--- src/inc/oram_defs.svh ---
// register offsets, field positions, reset values and fixed trip figures
// assumes 8-bit register offsets as seen on the device register port
`ifndef ORAM_DEFS_SVH
`define ORAM_DEFS_SVH

`define ORAM_ADDR_CONV_CFG 8'h10
`define ORAM_ADDR_FALSE_CFG 8'h11
`define ORAM_ADDR_PIN_CFG 8'h12
`define ORAM_ADDR_MUX_CFG2 8'h15
`define ORAM_ADDR_CLR_EN0 8'h18
`define ORAM_ADDR_CLR_EN1 8'h19
`define ORAM_ADDR_CLR_SRC0 8'h1A
`define ORAM_ADDR_CLR_SRC1 8'h1B
`define ORAM_ADDR_OUT_SRC0 8'h1C
`define ORAM_ADDR_OUT_SRC1 8'h1D
`define ORAM_ADDR_STAT0 8'h70
`define ORAM_ADDR_STAT1 8'h71
`define ORAM_ADDR_GSTAT 8'h72
`define ORAM_ADDR_TEMP_LO 8'h78
`define ORAM_ADDR_TEMP_HI 8'h79
`define ORAM_ADDR_PIN_DATA 8'h7A
`define ORAM_ADDR_THR_BASE 8'h80
`define ORAM_ADDR_THR_LAST 8'h97
`define ORAM_ADDR_HYS_BASE 8'hA0
`define ORAM_ADDR_HYS_LAST 8'hA5

`define ORAM_RST_FALSE_CFG 8'h07
`define ORAM_RST_PIN_DATA 8'hFF
`define ORAM_RST_HYSTERESIS_MARGIN 8'h08
`define ORAM_RST_UP_LO 8'hFF
`define ORAM_RST_UP_HI_UNI 8'h0F
`define ORAM_RST_UP_HI_TEMP 8'h07
`define ORAM_RST_LO_HI_TEMP 8'h08

`define ORAM_CONV_AUTO 0
`define ORAM_CONV_REFBUF 1
`define ORAM_PIN_EXT_FAULT 0
`define ORAM_PIN_FAULT_OUT 1
`define ORAM_PIN_TRIGGER 2
`define ORAM_PIN_READY 3
`define ORAM_MUX2_TEMP_EN 0
`define ORAM_SRC1_EXT 0
`define ORAM_SRC1_HOLD_DIS 7
`define ORAM_GSTAT_GLOBAL 0

`define ORAM_CODES_PER_DEGC 4
`define ORAM_OVERHEAT_DEGC 150
`define ORAM_OVERHEAT_HYSTERESIS_MARGIN_DEGC 8

`endif

--- src/inc/oram_pkg.sv ---
// types shared by the alarm monitor and its channel evaluator
// assumes results of up to 12 bits, widened to signed 14 bits
package oram_pkg;
  typedef logic signed [13:0] oram_val_t;
  typedef enum logic [2:0] {
    ORAM_CH_UNI0 = 3'b000,
    ORAM_CH_UNI4 = 3'b100,
    ORAM_CH_TEMP = 3'b101
  } oram_chan_e;
endpackage

--- src/inc/oram_chk_if.sv ---
// carrier between the monitor and one threshold evaluator
// assumes values already widened to signed form by the monitor
`timescale 1ns/10ps
interface oram_chk_if;
  import oram_pkg::*;
  logic sample;
  oram_val_t value;
  oram_val_t upper;
  oram_val_t lower;
  oram_val_t hysteresis_margin;
  logic [2:0] count_n;
  logic hi_alarm;
  logic lo_alarm;
  modport eval(input sample, value, upper, lower, hysteresis_margin, count_n, output hi_alarm, lo_alarm);
  modport ctl(output sample, value, upper, lower, hysteresis_margin, count_n, input hi_alarm, lo_alarm);
endinterface

--- src/hw/oram_chan.sv ---
// one window evaluator: consecutive-count filter and hysteresis release
// assumes one sample strobe per completed result of its channel
`timescale 1ns/10ps
module oram_chan
  import oram_pkg::*;
(
  // clock and reset
  input wire logic clk_sys,
  input wire logic resetn,
  // check carrier
  oram_chk_if.eval chk
);
  logic signed [14:0] hi_rel;
  logic signed [14:0] lo_rel;
  logic hi_out;
  logic lo_out;
  logic [2:0] hi_cnt_reg;
  logic [2:0] lo_cnt_reg;
  logic hi_alarm_reg;
  logic lo_alarm_reg;
  logic [3:0] n_eff;

  // a count of zero behaves as one conversion
  assign n_eff = (chk.count_n == 3'h0) ? 4'h1 : {1'b0, chk.count_n};
  assign hi_out = chk.value > chk.upper;
  assign lo_out = chk.value < chk.lower;
  assign hi_rel = 15'(chk.upper) - 15'(chk.hysteresis_margin);
  assign lo_rel = 15'(chk.lower) + 15'(chk.hysteresis_margin);
  assign chk.hi_alarm = hi_alarm_reg;
  assign chk.lo_alarm = lo_alarm_reg;

  // ----------------------------------------
  // upper bound
  // ----------------------------------------
  always_ff @(posedge clk_sys or negedge resetn) begin
    if (!resetn) begin
      hi_alarm_reg <= 1'b0;
      hi_cnt_reg <= 3'h0;
    end else if (chk.sample) begin
      if (hi_alarm_reg) begin
        if (15'(chk.value) <= hi_rel) begin
          hi_alarm_reg <= 1'b0;
        end
        hi_cnt_reg <= 3'h0;
      end else if (hi_out) begin
        if (({1'b0, hi_cnt_reg} + 4'h1) >= n_eff) begin
          hi_alarm_reg <= 1'b1;
          hi_cnt_reg <= 3'h0;
        end else begin
          hi_cnt_reg <= hi_cnt_reg + 3'h1;
        end
      end else begin
        hi_cnt_reg <= 3'h0;
      end
    end
  end

  // ----------------------------------------
  // lower bound
  // ----------------------------------------
  always_ff @(posedge clk_sys or negedge resetn) begin
    if (!resetn) begin
      lo_alarm_reg <= 1'b0;
      lo_cnt_reg <= 3'h0;
    end else if (chk.sample) begin
      if (lo_alarm_reg) begin
        if (15'(chk.value) >= lo_rel) begin
          lo_alarm_reg <= 1'b0;
        end
        lo_cnt_reg <= 3'h0;
      end else if (lo_out) begin
        if (({1'b0, lo_cnt_reg} + 4'h1) >= n_eff) begin
          lo_alarm_reg <= 1'b1;
          lo_cnt_reg <= 3'h0;
        end else begin
          lo_cnt_reg <= lo_cnt_reg + 3'h1;
        end
      end else begin
        lo_cnt_reg <= 3'h0;
      end
    end
  end
endmodule

--- src/hw/oram_top.sv ---
// out-of-range alarm monitor with fault pin, converter clear and pins
// assumes one result per res_valid pulse and a simple register port
//
// What this block does
// - an out-of-window result raises an alarm and the global fault flag
// - with hold enabled, status bits stay set until their register is read
// - with hold disabled, status bits follow the live condition
// - the external fault alarm is never held and tracks its input
// - unmasked alarms drive the fault pin; masked ones only set status
// - each unipolar input has its own status bit for its window
// - temperature upper and lower limits raise high and low flags
// - enabled temperature above the fixed trip sets overheat, fixed hysteresis
// - shared pin set as external fault input is active low
// - active external fault forces selected converter outputs to zero code
// - outputs reload from active registers when the fault input goes high
// - a set alarm clears only a hysteresis margin back inside the window
// - hysteresis up to 127 codes unipolar, 31 degrees temperature
// - alarm needs N consecutive out-of-range conversions
// - temperature channel disabled after reset until enabled
// - temperature kept as 12-bit two's complement, quarter degree steps
// - temperature converted each sequence, continuous or on demand
// - output pins drive their data bit; lower four have alternate roles
// - a pin with data bit one reads back the pin level
// - pin data resets to all ones, pins released high
// - internally cleared outputs reload once no clearing alarm remains
`timescale 1ns/10ps
`include "oram_defs.svh"
module oram_top
  import oram_pkg::*;
#(
  parameter int NUM_UNI = 5,
  parameter int NUM_CONV = 12
) (
  // clock and reset
  input wire logic clk_sys,
  input wire logic resetn,
  // conversion results
  input wire logic res_valid,
  input wire logic [2:0] res_chan,
  input wire logic [11:0] res_data,
  input wire logic res_ready_n,
  // register port
  input wire logic reg_wr_en,
  input wire logic reg_rd_en,
  input wire logic [7:0] reg_addr,
  input wire logic [7:0] reg_wdata,
  output logic [7:0] reg_rdata,
  // general-purpose pins
  input wire logic [7:0] gpio_in,
  output logic [7:0] gpio_out,
  output logic [7:0] gpio_oe,
  // converter control
  output logic [NUM_CONV-1:0] conv_clear,
  output logic temp_conv_en,
  output logic auto_mode,
  output logic ref_buf_en,
  output logic ext_trigger
);
  localparam int NCHK = NUM_UNI + 2;
  localparam int TEMP = NUM_UNI;
  localparam int HEAT = NUM_UNI + 1;

  logic [7:0] conv_cfg_reg;
  logic [7:0] false_cfg_reg;
  logic [7:0] pin_cfg_reg;
  logic [7:0] mux2_reg;
  logic [15:0] clr_en_reg;
  logic [7:0] clr_src0_reg;
  logic [7:0] clr_src1_reg;
  logic [7:0] out_src0_reg;
  logic [7:0] out_src1_reg;
  logic [7:0] pin_data_reg;
  logic [7:0] thr_reg [0:23];
  logic [7:0] hysteresis_margin_reg [0:5];
  logic [11:0] temp_data_reg;
  logic [8:0] st_reg;
  logic [8:0] st_next;
  logic [NCHK-1:0] samp_d_reg;
  logic [7:0] rdata_reg;
  logic [7:0] gpio_out_reg;
  logic [7:0] gpio_oe_reg;
  logic [NUM_CONV-1:0] conv_clear_reg;
  logic ext_trigger_reg;
  logic [8:0] cond;
  logic [8:0] set_ev;
  logic [8:0] rd_clr;
  logic [8:0] out_mask;
  logic [8:0] clr_src;
  logic fault_active;
  logic clear_any;
  logic hold_dis;
  logic temp_en;
  logic ext_level;
  logic wr_thr;
  logic wr_hys;
  logic [7:0] rd_mux;
  logic [NCHK-1:0] samp_vec;
  logic [NCHK-1:0] hi_vec;
  logic [NCHK-1:0] lo_vec;

  assign hold_dis = out_src1_reg[`ORAM_SRC1_HOLD_DIS];
  assign temp_en = mux2_reg[`ORAM_MUX2_TEMP_EN];
  assign ext_level = pin_cfg_reg[`ORAM_PIN_EXT_FAULT] && !gpio_in[0];
  assign wr_thr = reg_wr_en && reg_addr >= `ORAM_ADDR_THR_BASE && reg_addr <= `ORAM_ADDR_THR_LAST;
  assign wr_hys = reg_wr_en && reg_addr >= `ORAM_ADDR_HYS_BASE && reg_addr <= `ORAM_ADDR_HYS_LAST;

  // ----------------------------------------
  // configuration registers
  // ----------------------------------------
  always_ff @(posedge clk_sys or negedge resetn) begin
    if (!resetn) begin
      conv_cfg_reg <= 8'h00;
      false_cfg_reg <= `ORAM_RST_FALSE_CFG;
      pin_cfg_reg <= 8'h00;
      mux2_reg <= 8'h00;
      clr_en_reg <= 16'h0000;
      clr_src0_reg <= 8'h00;
      clr_src1_reg <= 8'h00;
      out_src0_reg <= 8'h00;
      out_src1_reg <= 8'h00;
      pin_data_reg <= `ORAM_RST_PIN_DATA;
    end else if (reg_wr_en) begin
      case (reg_addr)
        `ORAM_ADDR_CONV_CFG: conv_cfg_reg <= reg_wdata;
        `ORAM_ADDR_FALSE_CFG: false_cfg_reg <= reg_wdata;
        `ORAM_ADDR_PIN_CFG: pin_cfg_reg <= reg_wdata;
        `ORAM_ADDR_MUX_CFG2: mux2_reg <= reg_wdata;
        `ORAM_ADDR_CLR_EN0: clr_en_reg[7:0] <= reg_wdata;
        `ORAM_ADDR_CLR_EN1: clr_en_reg[15:8] <= reg_wdata;
        `ORAM_ADDR_CLR_SRC0: clr_src0_reg <= reg_wdata;
        `ORAM_ADDR_CLR_SRC1: clr_src1_reg <= reg_wdata;
        `ORAM_ADDR_OUT_SRC0: out_src0_reg <= reg_wdata;
        `ORAM_ADDR_OUT_SRC1: out_src1_reg <= reg_wdata;
        `ORAM_ADDR_PIN_DATA: pin_data_reg <= reg_wdata;
        default: pin_data_reg <= pin_data_reg;
      endcase
    end
  end

  // ----------------------------------------
  // thresholds and hysteresis
  // ----------------------------------------
  // byte order per channel: upper low, upper high, lower low, lower high
  function automatic logic [7:0] thr_rst(input int idx);
    logic [7:0] v;
    v = 8'h00;
    case (idx % 4)
      0: v = `ORAM_RST_UP_LO;
      1: v = (idx / 4 == TEMP) ? `ORAM_RST_UP_HI_TEMP : `ORAM_RST_UP_HI_UNI;
      3: v = (idx / 4 == TEMP) ? `ORAM_RST_LO_HI_TEMP : 8'h00;
      default: v = 8'h00;
    endcase
    return v;
  endfunction

  always_ff @(posedge clk_sys or negedge resetn) begin
    if (!resetn) begin
      for (int i = 0; i < 24; i++) begin
        thr_reg[i] <= thr_rst(i);
      end
    end else if (wr_thr) begin
      thr_reg[5'(reg_addr - `ORAM_ADDR_THR_BASE)] <= reg_wdata;
    end
  end

  always_ff @(posedge clk_sys or negedge resetn) begin
    if (!resetn) begin
      for (int i = 0; i < 6; i++) begin
        hysteresis_margin_reg[i] <= `ORAM_RST_HYSTERESIS_MARGIN;
      end
    end else if (wr_hys) begin
      hysteresis_margin_reg[3'(reg_addr - `ORAM_ADDR_HYS_BASE)] <= reg_wdata;
    end
  end

  // ----------------------------------------
  // threshold evaluators
  // ----------------------------------------
  oram_chk_if chk [0:NCHK-1] ();

  genvar g;
  generate
    for (g = 0; g < NUM_UNI + 1; g++) begin : g_win
      if (g == TEMP) begin : g_temp
        // temperature is signed; hysteresis in whole degrees
        assign chk[g].sample = res_valid && res_chan == ORAM_CH_TEMP && temp_en;
        assign chk[g].value = oram_val_t'(signed'(res_data));
        assign chk[g].upper = oram_val_t'(signed'({thr_reg[4*g+1][3:0], thr_reg[4*g]}));
        assign chk[g].lower = oram_val_t'(signed'({thr_reg[4*g+3][3:0], thr_reg[4*g+2]}));
        assign chk[g].hysteresis_margin = {7'h00, hysteresis_margin_reg[g][4:0], 2'b00};
      end else begin : g_uni
        assign chk[g].sample = res_valid && res_chan == 3'(g);
        assign chk[g].value = {2'b00, res_data};
        assign chk[g].upper = {2'b00, thr_reg[4*g+1][3:0], thr_reg[4*g]};
        assign chk[g].lower = {2'b00, thr_reg[4*g+3][3:0], thr_reg[4*g+2]};
        assign chk[g].hysteresis_margin = {7'h00, hysteresis_margin_reg[g][6:0]};
      end
      assign chk[g].count_n = false_cfg_reg[2:0];
      assign samp_vec[g] = chk[g].sample;
      assign hi_vec[g] = chk[g].hi_alarm;
      assign lo_vec[g] = chk[g].lo_alarm;
      oram_chan u_chan (
        .clk_sys(clk_sys),
        .resetn(resetn),
        .chk(chk[g])
      );
    end
  endgenerate

  // fixed overheat trip; no count filter and no programmable band
  assign chk[HEAT].sample = chk[TEMP].sample;
  assign chk[HEAT].value = chk[TEMP].value;
  assign chk[HEAT].upper = oram_val_t'(`ORAM_OVERHEAT_DEGC * `ORAM_CODES_PER_DEGC);
  assign chk[HEAT].lower = 14'h2000;
  assign chk[HEAT].hysteresis_margin = oram_val_t'(`ORAM_OVERHEAT_HYSTERESIS_MARGIN_DEGC * `ORAM_CODES_PER_DEGC);
  assign chk[HEAT].count_n = 3'h1;
  oram_chan u_heat (
    .clk_sys(clk_sys),
    .resetn(resetn),
    .chk(chk[HEAT])
  );
  assign samp_vec[HEAT] = chk[HEAT].sample;
  assign hi_vec[HEAT] = chk[HEAT].hi_alarm;
  assign lo_vec[HEAT] = chk[HEAT].lo_alarm;

  // ----------------------------------------
  // alarm status
  // ----------------------------------------
  // bit map: 4..0 unipolar, 5 temp high, 6 temp low, 7 overheat, 8 external
  always_comb begin
    for (int i = 0; i < NUM_UNI; i++) begin
      cond[i] = hi_vec[i] || lo_vec[i];
    end
    cond[5] = chk[TEMP].hi_alarm && temp_en;
    cond[6] = chk[TEMP].lo_alarm && temp_en;
    cond[7] = chk[HEAT].hi_alarm && temp_en;
    cond[8] = ext_level;
    set_ev = {1'b0, {3{samp_d_reg[TEMP]}}, samp_d_reg[NUM_UNI-1:0]} & cond;
    rd_clr[4:0] = {5{reg_rd_en && reg_addr == `ORAM_ADDR_STAT0}};
    rd_clr[7:5] = {3{reg_rd_en && reg_addr == `ORAM_ADDR_STAT1}};
    rd_clr[8] = 1'b0;
    if (hold_dis) begin
      st_next[7:0] = cond[7:0];
    end else begin
      // set wins over a read in the same cycle
      st_next[7:0] = set_ev[7:0] | (st_reg[7:0] & ~rd_clr[7:0]);
    end
    st_next[8] = cond[8];
  end

  always_ff @(posedge clk_sys or negedge resetn) begin
    if (!resetn) begin
      st_reg <= 9'h000;
      samp_d_reg <= '0;
    end else begin
      st_reg <= st_next;
      samp_d_reg <= samp_vec;
    end
  end

  always_ff @(posedge clk_sys or negedge resetn) begin
    if (!resetn) begin
      temp_data_reg <= 12'h000;
    end else if (chk[TEMP].sample) begin
      temp_data_reg <= res_data;
    end
  end

  // ----------------------------------------
  // fault pin, converter clear, pins
  // ----------------------------------------
  assign out_mask = {out_src1_reg[`ORAM_SRC1_EXT], out_src0_reg};
  assign clr_src = {clr_src1_reg[`ORAM_SRC1_EXT], clr_src0_reg};
  assign fault_active = |(st_reg & ~out_mask);
  assign clear_any = |(st_reg & clr_src);

  always_ff @(posedge clk_sys or negedge resetn) begin
    if (!resetn) begin
      conv_clear_reg <= '0;
    end else begin
      // outputs reload on their own once no clearing source stays set
      conv_clear_reg <= clr_en_reg[NUM_CONV-1:0] & {NUM_CONV{clear_any}};
    end
  end

  always_ff @(posedge clk_sys or negedge resetn) begin
    if (!resetn) begin
      gpio_out_reg <= 8'h00;
      gpio_oe_reg <= 8'h00;
      ext_trigger_reg <= 1'b0;
    end else begin
      // pins only pull low; a one releases to the pull-up
      gpio_out_reg <= 8'h00;
      gpio_oe_reg <= ~pin_data_reg;
      if (pin_cfg_reg[`ORAM_PIN_EXT_FAULT]) begin
        gpio_oe_reg[0] <= 1'b0;
      end
      if (pin_cfg_reg[`ORAM_PIN_FAULT_OUT]) begin
        gpio_oe_reg[1] <= fault_active;
      end
      if (pin_cfg_reg[`ORAM_PIN_TRIGGER]) begin
        gpio_oe_reg[2] <= 1'b0;
      end
      if (pin_cfg_reg[`ORAM_PIN_READY]) begin
        gpio_oe_reg[3] <= !res_ready_n;
      end
      ext_trigger_reg <= pin_cfg_reg[`ORAM_PIN_TRIGGER] && !gpio_in[2];
    end
  end

  // ----------------------------------------
  // register read
  // ----------------------------------------
  always_comb begin
    rd_mux = 8'h00;
    if (reg_addr >= `ORAM_ADDR_THR_BASE && reg_addr <= `ORAM_ADDR_THR_LAST) begin
      rd_mux = thr_reg[5'(reg_addr - `ORAM_ADDR_THR_BASE)];
    end else if (reg_addr >= `ORAM_ADDR_HYS_BASE && reg_addr <= `ORAM_ADDR_HYS_LAST) begin
      rd_mux = hysteresis_margin_reg[3'(reg_addr - `ORAM_ADDR_HYS_BASE)];
    end else begin
      case (reg_addr)
        `ORAM_ADDR_CONV_CFG: rd_mux = conv_cfg_reg;
        `ORAM_ADDR_FALSE_CFG: rd_mux = false_cfg_reg;
        `ORAM_ADDR_PIN_CFG: rd_mux = pin_cfg_reg;
        `ORAM_ADDR_MUX_CFG2: rd_mux = mux2_reg;
        `ORAM_ADDR_CLR_EN0: rd_mux = clr_en_reg[7:0];
        `ORAM_ADDR_CLR_EN1: rd_mux = clr_en_reg[15:8];
        `ORAM_ADDR_CLR_SRC0: rd_mux = clr_src0_reg;
        `ORAM_ADDR_CLR_SRC1: rd_mux = clr_src1_reg;
        `ORAM_ADDR_OUT_SRC0: rd_mux = out_src0_reg;
        `ORAM_ADDR_OUT_SRC1: rd_mux = out_src1_reg;
        `ORAM_ADDR_STAT0: rd_mux = {3'h0, st_reg[4:0]};
        `ORAM_ADDR_STAT1: rd_mux = {4'h0, st_reg[8:5]};
        `ORAM_ADDR_GSTAT: rd_mux = {7'h00, |st_reg};
        `ORAM_ADDR_TEMP_LO: rd_mux = temp_data_reg[7:0];
        `ORAM_ADDR_TEMP_HI: rd_mux = {{4{temp_data_reg[11]}}, temp_data_reg[11:8]};
        `ORAM_ADDR_PIN_DATA: rd_mux = gpio_in;
        default: rd_mux = 8'h00;
      endcase
    end
  end

  always_ff @(posedge clk_sys or negedge resetn) begin
    if (!resetn) begin
      rdata_reg <= 8'h00;
    end else if (reg_rd_en) begin
      rdata_reg <= rd_mux;
    end
  end

  assign reg_rdata = rdata_reg;
  assign gpio_out = gpio_out_reg;
  assign gpio_oe = gpio_oe_reg;
  assign conv_clear = conv_clear_reg;
  assign temp_conv_en = mux2_reg[`ORAM_MUX2_TEMP_EN];
  assign auto_mode = conv_cfg_reg[`ORAM_CONV_AUTO];
  assign ref_buf_en = conv_cfg_reg[`ORAM_CONV_REFBUF];
  assign ext_trigger = ext_trigger_reg;
endmodule

--- config.mk ---
export PLATFORM = sky130hd
export DESIGN_NAME = oram_top
export DESIGN_NICKNAME = d
export VERILOG_FILES = /design/src/inc/oram_pkg.sv /design/src/inc/oram_chk_if.sv /design/src/hw/oram_chan.sv /design/src/hw/oram_top.sv
export VERILOG_INCLUDE_DIRS = /design/src /design/src/inc
export SDC_FILE = /design/constraint.sdc
export NUM_CORES = 1
export LEC_CHECK = 0
export ABC_AREA = 1
export BUFFER_PORTS_ARGS = -buffer_cell sky130_fd_sc_hd__buf_2
export CORE_MARGIN = 4
export CORE_UTILIZATION = 27
export CTS_BUF_LIST = sky130_fd_sc_hd__clkbuf_4
export DETAILED_ROUTE_END_ITERATION = 8
export GPL_TIMING_DRIVEN = 0
export MAX_ROUTING_LAYER = met4
export SLEW_MARGIN = 20
export SYNTH_ARGS = -nofsm -noshare
export SYNTH_HDL_FRONTEND = slang
export SYNTH_SLANG_ARGS = --single-unit
export TNS_END_PERCENT = 50
--- constraint.sdc ---
create_clock -name clk_sys -period 4.3 [get_ports clk_sys]
set_input_delay 0.86 -clock clk_sys [delete_from_list [all_inputs] [get_ports clk_sys]]
set_output_delay 0.86 -clock clk_sys [all_outputs]
set_load 0.01 [all_outputs]
## Word level (Yosys, flattened, before mapping)

Index checks and enable logic that the tools add are counted.

| word-level totals | value |
|---|---|
| output and inout port bits | 40 |
| register bits after elaboration | 436 |

| cells by class | value |
|---|---|
| equality and inequality tests | 21 |
| add/subtract/negate cells | 40 |
| multiplexer cells | 112 |
| $lt $le $gt $ge | 47 |
| reduce and logical (&&, ||, !) cells | 46 |
| bitwise logic cells | 11 |

Operators by type and width:

| kind | count |
|---|---|
| $bwmux 192 | 1 |
| $pmux 8 s16 | 1 |
| $mux 3 | 40 |
| $eq 8x5->1 const B | 10 |
| $ge 12x13->1 | 6 |
| $gt 12x12->1 | 6 |
| $lt 12x12->1 | 6 |
| $mux 8 | 9 |
| $add 12x7->13 | 5 |
| $le 13x13->1 | 5 |
| $sub 12x7->13 | 5 |
| $mux 1 | 56 |
| $add 3x1->4 const B | 13 |
| $bwmux 48 | 1 |
| $eq 8x7->1 const B | 6 |
| $bmux 8 s5 | 1 |
| $demux 8 s5 | 1 |
| $add 3x1->3 const B | 13 |
| $reduce_or 9->1 | 3 |
| $bmux 8 s3 | 1 |
| $demux 8 s3 | 1 |
| $ge 4x3->1 | 6 |
| $ge 4x4->1 | 6 |
| $logic_and 1x1->1 | 22 |
| 29 further kinds | 53 |

## Logic depth before layout (Yosys ltp)

| depth | value |
|---|---|
| depth in word-level cells | 7 |
| gate-level depth with buffers | 25 |
| mapped depth without buffers | 25 |

## Cells and area by module

Synthesis repeated with hierarchy kept, for this count alone.

| unflattened totals | value |
|---|---|
| cell total of the unflattened synthesis | 6188 |
| area total of the unflattened synthesis | 42914.9 µm² |

Modules (own cells, without submodules):

| module | area an instance (µm²) | cells an instance | times used | sequential area each (µm²) |
|---|---|---|---|---|
| oram_top | 18210.0 | 2269 | 1 | 9720.6 |
| oram_chan at g_win[4].u_chan ... | 3527.1 | 559 | 3 | 200.2 |
| oram_chan at g_win[0].u_chan ... | 3530.9 | 561 | 2 | 200.2 |
| oram_chan at g_win[2].u_chan | 3533.4 | 560 | 1 | 200.2 |
| oram_chan at g_win[1].u_chan | 3528.4 | 560 | 1 | 200.2 |

## Worst setup path before layout

OpenSTA, ideal clock, no wires.

| timing | value |
|---|---|
| kind | register to register |
| start | reg thr_reg (netlist bit chk[5].upper[2]) |
| end | reg g_win[5].u_chan.hi_alarm_reg |
| buffers on the path | 0 |
| data required time | 4.174 ns |
| setup time | 0.126 ns |
| arrival | 2.799 ns |
| setup slack | 1.375 ns |
| cell stages (with the launch flop) | 19 |
| cells stage by stage | dfstp_2 > inv_1 > ha_1 > fa_1 > o21ai_0 > a211o_1 > nor3_1 > xor2_1 > ha_1 > nand2_1 > inv_1 > o21ai_0 > nand2_1 > nor2_1 > nand3_1 > nand3_1 > nand2_1 > nand2_1 > o21ai_0 |

| on the way | value |
|---|---|
| word-level cells in the longest chain between the ends | 4 |

RTL lines:

| item | line | RTL |
|---|---|---|
| start: declaration | oram_top.sv:73 | `logic [7:0] thr_reg [0:23];` |
| start signal: indexed assignment | oram_top.sv:159 | `thr_reg[i] <= thr_rst(i);` |
| start signal: indexed assignment | oram_top.sv:162 | `` thr_reg[5'(reg_addr - `ORAM_ADDR_THR_BASE)] <= reg_wdata; `` |
| $sub 12x8->13 | oram_chan.sv:27 | `assign hi_rel = 15'(chk.upper) - 15'(chk.hysteresis_margin);` |
| $le 12x13->1 | oram_chan.sv:41 | `if (15'(chk.value) <= hi_rel) begin` |
| $mux 1 | oram_chan.sv:41 |  |
| $mux 1 * | oram_chan.sv:40 | `if (hi_alarm_reg) begin` |
| end signal: assignment | oram_chan.sv:37 | `hi_alarm_reg <= 1'b0;` |
| end signal: assignment | oram_chan.sv:42 | `hi_alarm_reg <= 1'b0;` |
| end signal: assignment | oram_chan.sv:47 | `hi_alarm_reg <= 1'b1;` |
| end: declaration | oram_chan.sv:19 | `logic hi_alarm_reg;` |

Every way passes the cells marked *; elsewhere a longest branch is shown, timed or not.
A chain may end at the register's enable or synchronous reset.

## Worst setup path in the final report

| timing | value |
|---|---|
| start | in reg_addr[0] |
| end | reg rdata_reg[1] (netlist: reg_rdata[1]) |

| on the way | value |
|---|---|
| word-level cells in the longest chain between the ends | 7 |

RTL lines:

| item | line | RTL |
|---|---|---|
| start: declaration | oram_top.sv:45 | `input wire logic [7:0] reg_addr,` |
| parallel branches: the longest is 6 deep, another holds $sub 5x1->5 | - |  |
| $mux 8 * | oram_top.sv:316 | `` if (reg_addr >= `ORAM_ADDR_THR_BASE && reg_addr <= `ORAM_ADDR_THR_LAST) begin `` |
| end signal: assignment | oram_top.sv:347 | `rdata_reg <= rd_mux;` |
| end: declaration | oram_top.sv:79 | `logic [7:0] rdata_reg;` |

Mark *: on every way between the ends. The select of a mux whose other input is x is not followed.

==> qor.txt <==
Avg Cell Area, Syn = 7.71 um^2
Placement Setup Slack = -28.9 ps
Worst-Margin Slew = 1230 ps
critical path class = in2reg
Seq/Total Area, Yosys = 35.0%
hpwl dp = 89.2 mm
CTS tree = built
Post-layout nets = 4778
kind of end point of the critical path = flop
Arrival @ worst endpoint = 4390 ps
CP Launch Type = input pin
RSZ-0062 raised after global routing = no
Netlist cell types = 58
clock root buffer = clkbuf_4
Non-Filler Instances = 5947
share of the synthesized area in the top cell type = 27.5%
minimum clock period = 3530 ps
final worst-path cycle share = 82.2%
DRC violations left = 0
maximum VDD drop = 202 uV
CP max FO = 10
Final WS setup = 766 ps
Total Wirelength = 122 mm
share of cells above drive strength 1 = 11.1%
yosys warns = 0
Lkg Pwr = 17.1 nW
Final Util = 30.9%
largest net degree at the start of global routing = 101
Hold WC Path Type = in2reg
fmax = 283 MHz
Rows = 125
final hold slack = 85.8 ps
dominant cells by area after synthesis = dfrtp_1 (28%), ha_1 (16%), nand2_1 (13%)
vias in the first global route = 28.8k
Total GRT Usage = 20.3%
outcome = finished clean
Initial Util = 27.2%
Hold Vio Cnt, Final = 0
overall power = 12.8 mW
P&R area growth vs syn = 13.6%
Max-slew headroom = 17.8%
Pins Over Slew Limit = 0
fraction of registers with async set/reset = 100%
count leader, synth = nand2_1
post-route ant nets = 0
first-pass GRT wire length = 181 mm
clock buffer count from CTS = 131
synth cell count leaders = nand2_1 (1071), o21ai_0 (476), inv_1 (464), ha_1 (411), dfrtp_1 (347)
Vias = 30.2k
Die Ht = 350 um
die area = 122000 um^2
total global routing overflow = 0
CTS max path bufs = 3
Synth Register Bits = 436
sum of negative setup slack = 0 ps
final setup fails = 0
pwr/cell area = 357 nW/um^2
number of cells after detailed placement = 5699
commonest register cell after synthesis = dfrtp_1
initial antenna violation count = 14
Reg2Reg Setup Slack = 880 ps
EDFF count, synth = 0
Worst Skew = 52.8 ps
synthesized instance count = 4089
CP Data Required Time = 5150 ps
Skew-Pair Late Insertion Delay = 1000 ps
Die Wd = 350 um
Routed WL per cell = 20.6 um
initial drt markers = 3182
Yosys top cell by area = dfrtp_1
I/O pin total = 85
fin area = 35800 um^2
clock transition at the registers of the reported paths = 60 ps
routability cong. = 1.00
number of port buffers = 71
Clock Sinks = 436
H-tree depth = 4
placed cell area = 34100 um^2
number of vias per cell = 5.07
max_cap viols = 0
Core ar. = 116000 um^2
synthesized area = 31500 um^2
1st-pass router iterations = 6
power by group:
group          leakage [nW]  internal (mW)  switching [mW]
Combinational          10.6           1.33            2.37
Clock                  1.03           2.24            2.02
Sequential             5.48           4.46           0.349
cells in the final DEF, fill, tap and decap left out, types with 12 or more instances in the layout:
| cell | n |
|---|---|
| nor3_1 | 46 |
| xor2_1 | 99 |
| o22ai_1 | 56 |
| buf_4 | 13 |
| nor2_1 | 219 |
| o211ai_1 | 18 |
| nand3_1 | 130 |
| xnor2_1 | 26 |
| clkbuf_4 | 200 |
| buf_2 | 82 |
| clkinv_1 | 26 |
| a21oi_1 | 214 |
| dfstp_2 | 89 |
| nand4_1 | 66 |
| fa_1 | 12 |
| inv_2 | 23 |
| ha_1 | 411 |
| inv_1 | 461 |
| o21ai_1 | 36 |
| nand2_1 | 1071 |
| dfrtp_1 | 347 |
| clkbuf_1 | 73 |
| o21ai_0 | 476 |
| o21ai_2 | 15 |
| o21a_1 | 16 |
logic make-up after synthesis:
logic type | share of synthesized area [%]
muxes | 0.191
buffers and inverters | 7.35
AOI/OAI and AO/OA | 15.7
DFF | 35.0
and+or+nand+nor | 21.3
xor gates and xnor gates | 3.47
adders and majority gates | 17.1
other | 0.0119
metal layers:
metal | up-vias | GRT usage, % | wire length, um | part of all wire (%)
li1 | 14197 | - | - | -
met1 | 14453 | 26.5 | 53300 | 44
met2 | 1238 | 30.7 | 53600 | 44
met3 | 277 | 4.30 | 10100 | 8.3
met4 | 0 | 8.44 | 5240 | 4.3
met5 | - | - | 0 | 0
path summary, 6_finish.rpt:
check	to	cells past startpoint	startpoint
max	reg_rdata[1]$_DFFE_PN0P_	11	reg_addr[0]
min	ext_trigger$_DFF_PN0_	2	gpio_in[2]
max reg2reg	g_win[5].u_chan.chk.lo_alarm$_DFFE_PN0P_	17	chk[5].hysteresis_margin[2]$_DFFE_PN0P_
min reg2reg	gpio_oe[2]$_DFF_PN0_	1	pin_cfg_reg[2]$_DFFE_PN0P_
max in group asynchronous	chk[0].upper[10]$_DFFE_PN1P_	4	resetn
min in group asynchronous	false_cfg_reg[5]$_DFFE_PN0P_	2	resetn
area by class of cell:
class	count	area, um^2
fillers	12597	80200
multi-input cells	3063	18200
flip-flops and latches	436	11000
well taps	1524	1910
inverters	480	1800
clock buffers	200	1500
repair buffers	81	608
plain buffers	117	528
clock inverters	38	208
diodes	8	20.0
critical path, stage by stage:
cell	delay, ps
buf_2	150
nand2_1	260
clkbuf_1	660
clkbuf_1	860
o22ai_1	250
o21ai_0	630
nand4_1	370
nand2_1	140
nand2_1	70
nand3_1	70
nand2_1	50
what timing repair did:
action                    in CTS  in global routing
setup buffers                  0                  0
resized for setup              0                  0
hold endpoints to repair      37                  0
hold buffers                   2                  0
Power figures use the tool's default switching activity.
